## config.mk

```make
export PLATFORM = sky130hd
export DESIGN_NAME = adcsq_seq_ctrl
export DESIGN_NICKNAME = d
export VERILOG_FILES = /design/src/core/adcsq_pkg.sv /design/src/core/adcsq_tick_div.sv /design/src/core/adcsq_wb_slave.sv /design/src/core/adcsq_seq_ctrl.sv
export SDC_FILE = /design/constraint.sdc
export NUM_CORES = 1
export LEC_CHECK = 0
export BUFFER_PORTS_ARGS = -buffer_cell sky130_fd_sc_hd__buf_2
export CORE_UTILIZATION = 40
export DETAILED_ROUTE_END_ITERATION = 12
export HOLD_SLACK_MARGIN = 0.15
export PLACE_DENSITY_LB_ADDON = 0.3
export SLEW_MARGIN = 20
export SYNTH_ARGS = -nofsm -noshare
export SYNTH_HDL_FRONTEND = slang
export SYNTH_SLANG_ARGS = --single-unit
export TNS_END_PERCENT = 10
```

## constraint.sdc

```tcl
create_clock -name clk_i -period 3 [get_ports clk_i]
set_input_delay 0.45 -clock clk_i [delete_from_list [all_inputs] [get_ports clk_i]]
set_output_delay 0.45 -clock clk_i [all_outputs]
set_load 0.1 [all_outputs]
```

## src/core/adcsq_pkg.sv

```systemverilog
package adcsq_pkg;
  // Register map, byte addresses on the Wishbone bus: each 8-bit index sits at 4 * index
  localparam logic [7:0] ADCSQ_IDX_CONFIG   = 8'hb5; // Sequence configuration
  localparam logic [7:0] ADCSQ_IDX_STATUS   = 8'hb4; // Done flag, busy
  localparam logic [7:0] ADCSQ_IDX_RES_LOW  = 8'hba; // Result low byte
  localparam logic [7:0] ADCSQ_IDX_RES_HIGH = 8'hbb; // Result high byte
  localparam logic [7:0] ADCSQ_IDX_START    = 8'hb3; // Start and sample register
  localparam int         ADCSQ_ADDR_W       = 10;
  localparam logic [ADCSQ_ADDR_W-1:0] ADCSQ_ADDR_CONFIG   = {ADCSQ_IDX_CONFIG, 2'b00};
  localparam logic [ADCSQ_ADDR_W-1:0] ADCSQ_ADDR_STATUS   = {ADCSQ_IDX_STATUS, 2'b00};
  localparam logic [ADCSQ_ADDR_W-1:0] ADCSQ_ADDR_RES_LOW  = {ADCSQ_IDX_RES_LOW, 2'b00};
  localparam logic [ADCSQ_ADDR_W-1:0] ADCSQ_ADDR_RES_HIGH = {ADCSQ_IDX_RES_HIGH, 2'b00};
  localparam logic [ADCSQ_ADDR_W-1:0] ADCSQ_ADDR_START    = {ADCSQ_IDX_START, 2'b00};

  // Configuration and status field positions
  localparam int ADCSQ_REF_HI = 7;
  localparam int ADCSQ_REF_LO = 6;
  localparam int ADCSQ_DEC_HI = 5;
  localparam int ADCSQ_DEC_LO = 4;
  localparam int ADCSQ_CH_HI  = 3;
  localparam int ADCSQ_CH_LO  = 0;
  localparam int ADCSQ_DONE_BIT = 7;
  localparam int ADCSQ_BUSY_BIT = 6;
  localparam logic [7:0] ADCSQ_CONFIG_RESET = 8'h10;

  // Channel codes
  localparam logic [3:0] ADCSQ_CH_LAST_SE   = 4'h7;
  localparam logic [3:0] ADCSQ_CH_FIRST_DIF = 4'h8;
  localparam logic [3:0] ADCSQ_CH_LAST_DIF  = 4'hb;

  // Timing: 100 MHz system clock, 4 MHz converter clock
  localparam int ADCSQ_SYS_HZ      = 100_000_000;
  localparam int ADCSQ_CONV_HZ     = 4_000_000;
  localparam int ADCSQ_CONV_DIV    = ADCSQ_SYS_HZ / ADCSQ_CONV_HZ;
  localparam int ADCSQ_SETTLE_TICKS = 16;
  localparam int ADCSQ_CNT_W       = 10;

  typedef enum logic [1:0] {
    ADCSQ_IDLE   = 2'b00,
    ADCSQ_SETTLE = 2'b01,
    ADCSQ_DECIM  = 2'b10
  } adcsq_state_t;

  // Decimation code to number of converter clock periods
  function automatic logic [ADCSQ_CNT_W-1:0] adcsq_dec_ticks(input logic [1:0] code);
    adcsq_dec_ticks = ADCSQ_CNT_W'(64) << code;
  endfunction

  // Decimation code to result width in bits
  function automatic logic [3:0] adcsq_res_bits(input logic [1:0] code);
    case (code)
      2'b00:   adcsq_res_bits = 4'h8;
      2'b01:   adcsq_res_bits = 4'ha;
      2'b10:   adcsq_res_bits = 4'hc;
      default: adcsq_res_bits = 4'hd;
    endcase
  endfunction
endpackage

```

## src/core/adcsq_tick_div.sv

```systemverilog
`timescale 1ns/1ns
`default_nettype none
module adcsq_tick_div
  import adcsq_pkg::*;
#(
  parameter int DIV = ADCSQ_CONV_DIV
) (
  input  wire logic clk_i,
  input  wire logic rst_i,
  output logic      tick_o
);
  typedef struct packed {
    logic [7:0] cnt;
    logic       tick;
  } adcsq_div_t;
  adcsq_div_t st_reg;
  adcsq_div_t st_next;

  // Free running divider; one-cycle pulse per converter clock period
  always_comb begin
    st_next = st_reg;
    st_next.tick = 1'b0;
    if (st_reg.cnt == 8'(DIV - 1)) begin
      st_next.cnt  = 8'h00;
      st_next.tick = 1'b1;
    end else begin
      st_next.cnt = st_reg.cnt + 8'h01;
    end
  end

  always_ff @(posedge clk_i) begin
    if (rst_i) begin
      st_reg <= '0;
    end else begin
      st_reg <= st_next;
    end
  end

  assign tick_o = st_reg.tick;
endmodule // adcsq_tick_div
`default_nettype wire

```

## src/core/adcsq_wb_slave.sv

```systemverilog
`timescale 1ns/1ns
`default_nettype none
module adcsq_wb_slave
  import adcsq_pkg::*;
(
  input  wire logic                    clk_i,
  input  wire logic                    rst_i,
  input  wire logic                    cyc_i,
  input  wire logic                    stb_i,
  input  wire logic                    we_i,
  input  wire logic [ADCSQ_ADDR_W-1:0] adr_i,
  input  wire logic [3:0]              sel_i,
  input  wire logic [31:0]             dat_i,
  output logic                         ack_o,
  output logic                         wr_o,
  output logic                         rd_o,
  output logic [ADCSQ_ADDR_W-1:0]      adr_o,
  output logic [7:0]                   wdata_o
);
  typedef struct packed {
    logic ack;
  } adcsq_wb_t;
  adcsq_wb_t st_reg;
  adcsq_wb_t st_next;

  // One wait state: ack one cycle after the request, dropped in the next
  always_comb begin
    st_next = st_reg;
    st_next.ack = cyc_i && stb_i && !st_reg.ack;
  end

  always_ff @(posedge clk_i) begin
    if (rst_i) begin
      st_reg <= '0;
    end else begin
      st_reg <= st_next;
    end
  end

  // Strobes fire at the acking edge; writes need lane 0 since data is eight bits
  assign ack_o   = st_reg.ack;
  assign wr_o    = st_reg.ack && cyc_i && stb_i && we_i && sel_i[0];
  assign rd_o    = st_reg.ack && cyc_i && stb_i && !we_i;
  assign adr_o   = adr_i;
  assign wdata_o = dat_i[7:0];
endmodule // adcsq_wb_slave
`default_nettype wire

```

## src/core/adcsq_seq_ctrl.sv

```systemverilog
`timescale 1ns/1ns
`default_nettype none
// Overview of operation
// - Bits 7:6 pick the sequence reference: internal 1.25 V, input 7, supply pin, or inputs 6-7.
// - Bits 5:4, reset 01, set decimation 64/128/256/512 for 8/10/12/13 bits of resolution.
// - An end code of 7 or less converts single-ended inputs 0 up to that input in order.
// - End codes 8 to 11 convert differential pairs from 0-1 up to the selected pair in order.
// - End codes 12 to 15 give a lone conversion of ground, reference, temperature or supply/3.
// - Reading the channel field returns the channel of the result now held.
// - The done flag stays set until both result bytes are read, even if a newer result lands.
// - Each conversion takes 16 converter clocks of settling plus the decimation count.
module adcsq_seq_ctrl
  import adcsq_pkg::*;
(
  input  wire logic                    clk_i,
  input  wire logic                    rst_i,
  input  wire logic                    cyc_i,
  input  wire logic                    stb_i,
  input  wire logic                    we_i,
  input  wire logic [ADCSQ_ADDR_W-1:0] adr_i,
  input  wire logic [3:0]              sel_i,
  input  wire logic [31:0]             dat_i,
  output logic [31:0]                  dat_o,
  output logic                         ack_o,
  input  wire logic [13:0]             sample_i,
  output logic [1:0]                   ref_sel_o,
  output logic [3:0]                   mux_ch_o,
  output logic [3:0]                   res_bits_o,
  output logic                         busy_o
);
  typedef struct packed {
    logic [1:0]             ref_sel;
    logic [1:0]             dec_sel;
    logic [3:0]             end_ch;
    logic [3:0]             cur_ch;
    logic [3:0]             res_ch;
    logic [13:0]            result;
    logic                   done;
    logic                   low_read;
    logic                   high_read;
    adcsq_state_t           state;
    logic [ADCSQ_CNT_W-1:0] cnt;
    logic [31:0]            rdata;
  } adcsq_st_t;
  adcsq_st_t st_reg;
  adcsq_st_t st_next;

  logic                    tick;
  logic                    wr;
  logic                    rd;
  logic [ADCSQ_ADDR_W-1:0] adr;
  logic [7:0]              wdata;
  logic                    start;
  logic                    conv_end;

  adcsq_tick_div #(
    .DIV (ADCSQ_CONV_DIV)
  ) u_div (
    .clk_i  (clk_i),
    .rst_i  (rst_i),
    .tick_o (tick)
  );

  adcsq_wb_slave u_wb (
    .clk_i   (clk_i),
    .rst_i   (rst_i),
    .cyc_i   (cyc_i),
    .stb_i   (stb_i),
    .we_i    (we_i),
    .adr_i   (adr_i),
    .sel_i   (sel_i),
    .dat_i   (dat_i),
    .ack_o   (ack_o),
    .wr_o    (wr),
    .rd_o    (rd),
    .adr_o   (adr),
    .wdata_o (wdata)
  );

  // First channel of a run: input 0, pair 0-1, or the lone special source
  function automatic logic [3:0] first_ch(input logic [3:0] e);
    if (e <= ADCSQ_CH_LAST_SE) begin
      first_ch = 4'h0;
    end else if (e <= ADCSQ_CH_LAST_DIF) begin
      first_ch = ADCSQ_CH_FIRST_DIF;
    end else begin
      first_ch = e;
    end
  endfunction

  assign start    = wr && (adr == ADCSQ_ADDR_START) && wdata[0];
  assign conv_end = (st_reg.state == ADCSQ_DECIM) && tick && (st_reg.cnt == '0);

  // Register file, sequencer and result capture
  always_comb begin
    st_next = st_reg;
    // Configuration write; the channel field written sets the sequence end
    if (wr && adr == ADCSQ_ADDR_CONFIG) begin
      st_next.ref_sel = wdata[ADCSQ_REF_HI:ADCSQ_REF_LO];
      st_next.dec_sel = wdata[ADCSQ_DEC_HI:ADCSQ_DEC_LO];
      st_next.end_ch  = wdata[ADCSQ_CH_HI:ADCSQ_CH_LO];
    end
    // Result byte reads mark the pair as consumed
    if (rd && adr == ADCSQ_ADDR_RES_LOW) begin
      st_next.low_read = 1'b1;
    end
    if (rd && adr == ADCSQ_ADDR_RES_HIGH) begin
      st_next.high_read = 1'b1;
    end
    if (st_next.low_read && st_next.high_read) begin
      st_next.done      = 1'b0;
      st_next.low_read  = 1'b0;
      st_next.high_read = 1'b0;
    end
    unique case (st_reg.state)
      ADCSQ_IDLE: begin
        if (start) begin
          st_next.cur_ch = first_ch(st_reg.end_ch);
          st_next.cnt    = ADCSQ_CNT_W'(ADCSQ_SETTLE_TICKS - 1);
          st_next.state  = ADCSQ_SETTLE;
        end
      end
      ADCSQ_SETTLE: begin
        // Settling is the same 16 ticks at every rate
        if (tick) begin
          if (st_reg.cnt == '0) begin
            st_next.cnt   = adcsq_dec_ticks(st_reg.dec_sel) - ADCSQ_CNT_W'(1);
            st_next.state = ADCSQ_DECIM;
          end else begin
            st_next.cnt = st_reg.cnt - ADCSQ_CNT_W'(1);
          end
        end
      end
      ADCSQ_DECIM: begin
        if (tick && st_reg.cnt != '0) begin
          st_next.cnt = st_reg.cnt - ADCSQ_CNT_W'(1);
        end
        if (conv_end) begin
          // New result wins over a read clearing the flag in the same cycle
          st_next.result    = sample_i;
          st_next.res_ch    = st_reg.cur_ch;
          st_next.done      = 1'b1;
          st_next.low_read  = 1'b0;
          st_next.high_read = 1'b0;
          if (st_reg.cur_ch >= st_reg.end_ch) begin
            st_next.state = ADCSQ_IDLE;
          end else begin
            st_next.cur_ch = st_reg.cur_ch + 4'h1;
            st_next.cnt    = ADCSQ_CNT_W'(ADCSQ_SETTLE_TICKS - 1);
            st_next.state  = ADCSQ_SETTLE;
          end
        end
      end
      default: begin
        st_next.state = ADCSQ_IDLE;
      end
    endcase
    // Read mux; unmapped addresses read zero
    st_next.rdata = 32'h0000_0000;
    if (cyc_i && stb_i && !we_i) begin
      unique case (adr_i)
        ADCSQ_ADDR_CONFIG:   st_next.rdata = {24'h0, st_reg.ref_sel, st_reg.dec_sel,
                                              st_reg.res_ch};
        ADCSQ_ADDR_STATUS:   st_next.rdata = {24'h0, st_reg.done,
                                              st_reg.state != ADCSQ_IDLE, 6'h00};
        ADCSQ_ADDR_RES_LOW:  st_next.rdata = {24'h0, st_reg.result[5:0], 2'b00};
        ADCSQ_ADDR_RES_HIGH: st_next.rdata = {24'h0, st_reg.result[13:6]};
        default:             st_next.rdata = 32'h0000_0000;
      endcase
    end
  end

  // Synchronous reset to the power-on configuration
  always_ff @(posedge clk_i) begin
    if (rst_i) begin
      st_reg         <= '0;
      st_reg.ref_sel <= ADCSQ_CONFIG_RESET[ADCSQ_REF_HI:ADCSQ_REF_LO];
      st_reg.dec_sel <= ADCSQ_CONFIG_RESET[ADCSQ_DEC_HI:ADCSQ_DEC_LO];
      st_reg.end_ch  <= ADCSQ_CONFIG_RESET[ADCSQ_CH_HI:ADCSQ_CH_LO];
      st_reg.res_ch  <= ADCSQ_CONFIG_RESET[ADCSQ_CH_HI:ADCSQ_CH_LO];
      st_reg.state   <= ADCSQ_IDLE;
    end else begin
      st_reg <= st_next;
    end
  end

  // Read data is registered with ack, so it is valid on the acking edge
  assign dat_o      = st_reg.rdata;
  assign ref_sel_o  = st_reg.ref_sel;
  assign mux_ch_o   = st_reg.cur_ch;
  assign res_bits_o = adcsq_res_bits(st_reg.dec_sel);
  assign busy_o     = st_reg.state != ADCSQ_IDLE;

  // Helper: converter ticks spent in the current conversion
  logic [ADCSQ_CNT_W:0] tick_seen;
  always_ff @(posedge clk_i) begin
    if (rst_i || st_reg.state == ADCSQ_IDLE || conv_end) begin
      tick_seen <= '0;
    end else if (tick) begin
      tick_seen <= tick_seen + (ADCSQ_CNT_W+1)'(1);
    end
  end

  // Helper: converter ticks spent while settling, kept apart from the decimation count
  logic [4:0] settle_seen;
  always_ff @(posedge clk_i) begin
    if (rst_i || st_reg.state != ADCSQ_SETTLE) begin
      settle_seen <= '0;
    end else if (tick) begin
      settle_seen <= settle_seen + 5'h01;
    end
  end
endmodule // adcsq_seq_ctrl
`default_nettype wire

```

==> impl_results.md, run 1 <==
* Area share of the leading cell type in the synthesized netlist at 0.349
* Power density normalized to cell area at between 600 and 700 nW/µm²
* Final Total Pwr at between 2 and 3 mW
* Initial DRT Pass Iterations at 5
* Synthesis-stage register bit count at 63
* Final Util at 0.464
* DRC violation total after the first TritonRoute iteration at 161
* Clock-pin slew on the worst setup and hold paths at 80 ps
* Core region area at 8720 µm²
* Type of the setup path with the least slack: flip-flop to flip-flop
* Width of the die at a little under 100 µm
* Area of the mapped netlist at about 3600 µm²
* Std cell rows at 34
* Max reg flops at 39
* Vertical extent of the die at between 90 and 100 µm
* EDFF count, synth at 0
* Clock Skews at about 9 ps
* Maximum clock path buffer count at 2
* Final Max Slew Viols at 0
* Distinct cells, synth at 66
* Initial antenna violation count at 0
* Quantity of I/O buffers inserted on ports at 56
* Wirelength per Cell at about 14 µm
* Effective utilization at floorplan at 0.414
* Antenna diode count at 0
* Mean cell area of the mapped netlist at 7.99 µm²
* Total die area at roughly 9400 µm²
* Maximum level of the CTS H-tree at 3
* Worst setup SP type: flip-flop
* Quantity of hold-fixing buffers added after cts at 0
* Syn Inst Count at roughly 450
* Post-route setup TNS at 0 ps
* Leakage Power at around 1.6 nW
* Area contributors post-synth: dfxtp_1 35%, buf_4 8.1%, nand2_1 6.6%, a21oi_1 5.5%, ha_1 4.5%
* # DRC at 0
* Endpoint required time on the critical path at 3230 ps
* Proportion of synthesized flip-flops having asynchronous set or reset at 0
* GPL Wtd Cong at ~0.86
* Setup ws final at approximately 410 ps
* Run status: finished clean
* RSZ-0062 raised after global routing: false
* Critical-path maximum fanout at 6
* Number of sinks handled by clock tree synthesis at 63
* Sequential cell area fraction in the yosys report at 0.349
* Crit path DAT at between 2000 and 3000 ps
* Maximum number of pins on one net before global-route repair at between 40 and 50
* I/O pins at around 110
* Number of fill cells in the layout at roughly 870
* Residual antenna-violating net count after detailed routing at 0
* CTS tree: done
* Part of the cycle the worst path needs at 0.864
* Clock insertion delay at the later pin of the skew report at around 340 ps
* Via count of the first global-routing pass at between 2000 and 3000
* Worst Setup End Kind: flip-flop
* Proportion of layout cells with a drive suffix above 1 at 0.196
* Global route total overflow at 0
* # setup viols final at 0
* Min-Delay Path Class: input pin to flip-flop
* Net count, final at about 570
* Total Routed Length at between 8000 and 9000 µm
* Global-route wire length before repair at around 14000 µm
* HPWL after detailed placement at 6060 µm
* Predominant post-synthesis flop cell: dfxtp_1
* Worst slew pin tran at between 600 and 700 ps
* Number of instances resized during post-cts repair at 0
* Hold Vio Cnt, Final at 0
* CTS buffer count at 9
* Total via count after detailed routing at ~3200
* Setup repair bufs after CTS at 0
* Buffer cell driving the clock tree root: clkbuf_8
* Maximum ir drop on the vdd rail at a little over 300 µV
* Final Critical Period at 2590 ps
* Worst rel slew slack at 0.575
* Max Clock Freq at between 0.3 and 0.4 GHz
* Number of maximum-capacitance violations at 0
* Layout overhead on the synthesized area at 12.1%
* Total Routing Usage GR at 0.184
* Via-to-Cell Ratio at between 5 and 6
* Warning count from the yosys run at 0
* Top cells by instance count after synthesis: 63 x dfxtp_1, 63 x nand2_1, 43 x nor2_1
* Biggest area consumer among synthesized cells: dfxtp_1
* Pre-CTS setup slack at approximately 370 ps
## layout by cell type (no fill, tap or decap), types with 3 or more instances in the layout
master	n
buf_2	56
a22oi_1	7
bufinv_16	3
o211ai_1	3
a31oi_1	3
xnor2_1	3
a21oi_1	40
and2_1	3
or3_1	3
nor3_1	10
nand2_1	63
inv_1	17
nand4_1	4
nor3b_1	3
conb_1	25
o221ai_1	3
nand2b_1	3
clkbuf_8	9
nor2_1	43
mux2i_1	11
ha_1	13
xor2_1	6
dfxtp_1	63
clkinv_4	3
buf_4	13
and3_1	4
a211oi_1	3
nand3_1	12
o21ai_0	20
## per-stage QoR
stage | hold slack [ps] | cells | area (µm²)
floorplan | 430 | 475 | 3700
global placement | 439 | 588 | 3800
detailed placement | 445 | 588 | 3800
finish | 331 | 604 | 4050
CTS | 316 | 604 | 4050
global route | 332 | 604 | 4050
## worst max-delay path, cell delays in order, from the launching register on
cell and delay (ps):
dfxtp_1 420, inv_1 90, ha_1 280, nand2b_1 130, a2111oi_0 470, buf_4 210
o211ai_1 150, and2_1 240, nor3b_1 130, a311o_1 370
## power by group
| part | total (mW) | internal [mW] | switching, mW |
|---|---|---|---|
| Clock | 0.901 | 0.555 | 0.346 |
| Sequential | 0.942 | 0.879 | 0.0639 |
| Combinational | 0.966 | 0.278 | 0.687 |
## path summary, 6_finish.rpt
| path | cells past startpoint | slack [ps] | end | startpoint |
|---|---|---|---|---|
| worst max register to register | 9 | 410 | st_reg[39] | mux_ch_o[0] |
| worst min register to register | 1 | 450 | u_wb.ack_o | u_wb.ack_o |
| worst min-delay path | 3 | 330 | st_reg[73] | dat_i[4] |
| worst max-delay path | 9 | 410 | st_reg[39] | mux_ch_o[0] |
## routing by layer
layer / routed length, µm / track usage / vias to the layer above
met4: 94 / 0.0597 / 0
met1: 3970 / 0.243 / 1469
met5: 0 / 0 / -
met3: 458 / 0.0412 / 11
met2: 3830 / 0.297 / 114
li1: - / - / 1595
## area by class of cell
type | count | area [µm²] | area share
multi-input cells | 331 | 1960 | 0.485
repair buffers | 69 | 378 | 0.0934
well taps | 108 | 135 | 0.0334
clock buffers | 9 | 124 | 0.0306
clock inverters | 7 | 121 | 0.0300
inverters | 17 | 63.8 | 0.0158
flip-flops and latches | 63 | 1260 | 0.312
## cells by family (layout without fill, tap and decap cells)
group / after synthesis / after routing / share of synthesized area
adders and majority gates: 13 / 13 / 0.0451
xor gates and xnor gates: 9 / 9 / 0.0218
AOI/OAI and AO/OA: 104 / 104 / 0.186
and+or+nand+nor: 169 / 169 / 0.234
buffers and inverters: 81 / 102 / 0.131
muxes: 11 / 11 / 0.0305
DFF: 63 / 63 / 0.349
other: 2 / 25 / 0.00208
No activity file was read; power rests on OpenSTA's default activity.
==> run 2: changes to the inputs <==
- PLACE_DENSITY: default -> 0.74
- PLACE_DENSITY_LB_ADDON: 0.3 -> default
- REMOVE_ABC_BUFFERS: default -> 1
==> run 2 against run 1 <==
Net effect: core utilization fell by 0.20 points; non-clock buffer count rose by 3; register-to-register slack got worse by 90 ps; sequential cell count did not move; largest power group unchanged; highest routed layer unchanged.
==> impl_results.md, run 2 (same netlist as run 1, synthesis figures left out) <==
* Run status: finished clean
* Share of total power in sequential cells at 0.351 (+0.016)
* Global-route wire length before repair at 14500 µm (+3.0%)
* Number of instances resized during post-cts repair at 0 (unchanged)
* Initial antenna violation count at 0 (unchanged)
* Endpoint required time on the critical path at 3240 ps (about the same)
* Power density normalized to cell area at 665 nW/µm² (-4.2%)
* Final Max Slew Viols at 0 (unchanged)
* Busiest layer in global routing: met2
* Proportion of layout cells with a drive suffix above 1 at 0.200 (+0.00484)
* CTS buffer count at 9 (unchanged)
* Width of the die at 97.0 µm (unchanged)
* Commonest non-fill, non-tap cells in the layout: 63 x nand2_1, 63 x dfxtp_1, 56 x buf_2, 43 x nor2_1, 40 x a21oi_1
* M3 GR Usage at 0.0434 (+0.00217)
* I/O pins at 109 (unchanged)
* Max Clock Freq at 0.373 GHz (-3.4%)
* Total die area at 9410 µm² (unchanged)
* Antenna diode count at 0 (unchanged)
* RSZ-0062 raised after global routing: false
* Via-to-Cell Ratio at 5.33 (+1.0%)
* Logic pwr share at 0.361 (+0.017)
* Quantity of hold-fixing buffers added after cts at 0 (unchanged)
* CP max stage cell: a2111oi_0
* Sequence of cells on the critical path: inv_1 -> ha_1 -> nand2b_1 -> a2111oi_0 -> buf_4 -> o211ai_1 -> and2_1 -> nor3b_1 -> a311o_1
* Internal Dissipation at 1.57 mW (-8.5%)
* Number of sinks handled by clock tree synthesis at 63 (unchanged)
* Part of the cycle the worst path needs at 0.895 (+0.0306)
* Switching pwr at 1.11 mW (+1.4%)
* Clock network power share at 0.287 (-0.034)
* Worst rel slew slack at 0.610 (+0.0348)
* HPWL after detailed placement at 6240 µm (+3.0%)
* R2r endpoint: st_reg[39]
* Clock Skews at 9.71 ps (+0.720 ps)
* Total Routing Usage GR at 0.189 (+0.00527)
* Switching share of total power at 0.415 (+0.0246)
* GPL Wtd Cong at 0.891 (+3.8%)
* Wirelength per Cell at 14.2 µm (+2.8%)
* FF-to-FF setup slack at 320 ps (-90 ps)
* Number of maximum-capacitance violations at 0 (unchanged)
* Final Util at 0.462 (-0.00201)
* Via count of the first global-routing pass at 2967 (+1.6%)
* DRC violation total after the first TritonRoute iteration at 205 (+27%)
* Global-route track usage on met2 at 0.306 (+0.00921)
* Met1 usage in global routing at 0.242 (-0.00179)
* Hold Vio Cnt, Final at 0 (unchanged)
* Total Routed Length at 8630 µm (+3.3%)
* Final Critical Period at 2680 ps (+91.8 ps)
* Global route total overflow at 0 (unchanged)
* Type of the setup path with the least slack: flip-flop to flip-flop
* Leakage Power at 1.61 nW (-0.47%)
* Max reg flops at 39 (unchanged)
* Worst Hold Slack at 328 ps (-3.02 ps)
* Std cell rows at 34 (unchanged)
* Worst setup startpoint: mux_ch_o[0]
* # DRC at 0 (unchanged)
* Critical-path maximum fanout at 6 (unchanged)
* Initial DRT Pass Iterations at 5 (unchanged)
* Buffer cell driving the clock tree root: clkbuf_8
* Clock insertion delay at the later pin of the skew report at 350 ps (about the same)
* Layout overhead on the synthesized area at 11.6%
* Core region area at 8720 µm² (unchanged)
* Quantity of I/O buffers inserted on ports at 56 (unchanged)
* Worst slew pin tran at 579 ps (-49.0 ps)
* Clock-pin slew on the worst setup and hold paths at 70 ps (about the same)
* Net count, final at 572 (+0.53%)
* Number of fill cells in the layout at 823 (-5.6%)
* Maximum clock path buffer count at 2 (unchanged)
* CTS tree: done
* Start of the worst register-to-register path: mux_ch_o[0]
* Residual antenna-violating net count after detailed routing at 0 (unchanged)
* Worst setup SP type: flip-flop
* Effective utilization at floorplan at 0.414 (unchanged)
* Min-Delay Path Class: input pin to flip-flop
* Total via count after detailed routing at 3237 (+1.5%)
* Worst stage delay on the critical path at 530 ps (+60 ps)
* Worst Setup End Kind: flip-flop
* Maximum ir drop on the vdd rail at 245 µV (-19%)
* Vertical extent of the die at 97.0 µm (unchanged)
* Crit path DAT at 2920 ps (+100 ps)
* Setup repair bufs after CTS at 0 (unchanged)
* # setup viols final at 0 (unchanged)
* Maximum number of pins on one net before global-route repair at 32 (-29%)
* Maximum level of the CTS H-tree at 3 (unchanged)
* R2r worst-path depth at 9 (unchanged)
* Capture point of the worst path: st_reg[39]
run 2: power by group through the flow:
stage	Clock [mW]	Combinational [mW]	Sequential, mW
2_1_floorplan	0	0.655	1.02
3_3_place_gp	0	0.932	0.957
3_5_place_dp	0	0.959	0.960
4_1_cts	0.784	0.963	0.940
5_1_grt	0.826	1.06	0.952
6_report	0.770	0.967	0.942
run 2: metrics by stage:
stage | setup WS, ps | area, µm² | power [mW] | setup TNS [ps] | std cells
after global placement | 362 | 3820 | 1.89 | 0 | 591
final | 316 | 4030 | 2.68 | 0 | 607
after floorplan | -293 | 3290 | 1.68 | -832 | 411
after CTS | 355 | 4030 | 2.69 | 0 | 607
after detailed placement | 305 | 3820 | 1.92 | 0 | 591
after global routing | 149 | 4030 | 2.83 | 0 | 607
run 2: per-layer routing:
layer	wire [µm]	up-vias	share of wire
met4	194	0	0.022
met5	0	-	0
met2	4060	121	0.47
met1	3850	1502	0.45
met3	525	16	0.061
li1	-	1598	-
run 2: layout make-up:
cell class	instances	area, µm²	area share
Multi-Input combinational cell	331	1960	0.487
Inverter	17	63.8	0.0158
Clock inverter	6	67.6	0.0168
Timing Repair Buffer	72	400	0.0994
Clock buffer	10	138	0.0342
Tap cell	108	135	0.0335
Sequential cell	63	1260	0.313
run 2: worst max-delay path, delay by kind of cell (launching register included):
| family | cells | cell delay [ps] |
|---|---|---|
| AO/OA/AOI/OAI | 3 | 1030 |
| adder cells (fa/ha/maj) | 1 | 280 |
| buffers and inverters | 2 | 310 |
| flip-flops | 1 | 430 |
| AND/OR/NAND/NOR | 3 | 510 |
run 2: worst min path at each step:
stage | startpoint | endpoint | slack (ps) | cells after the start
after global placement | u_wb.ack_o | u_wb.ack_o | 430 | 1
after floorplan | st_reg[63] | st_reg[63] | 430 | 2
final | dat_i[4] | st_reg[73] | 330 | 3
after detailed placement | u_wb.ack_o | u_wb.ack_o | 440 | 1
after CTS | dat_i[4] | st_reg[73] | 320 | 3
after global routing | dat_i[7] | ref_sel_o[1] | 330 | 3
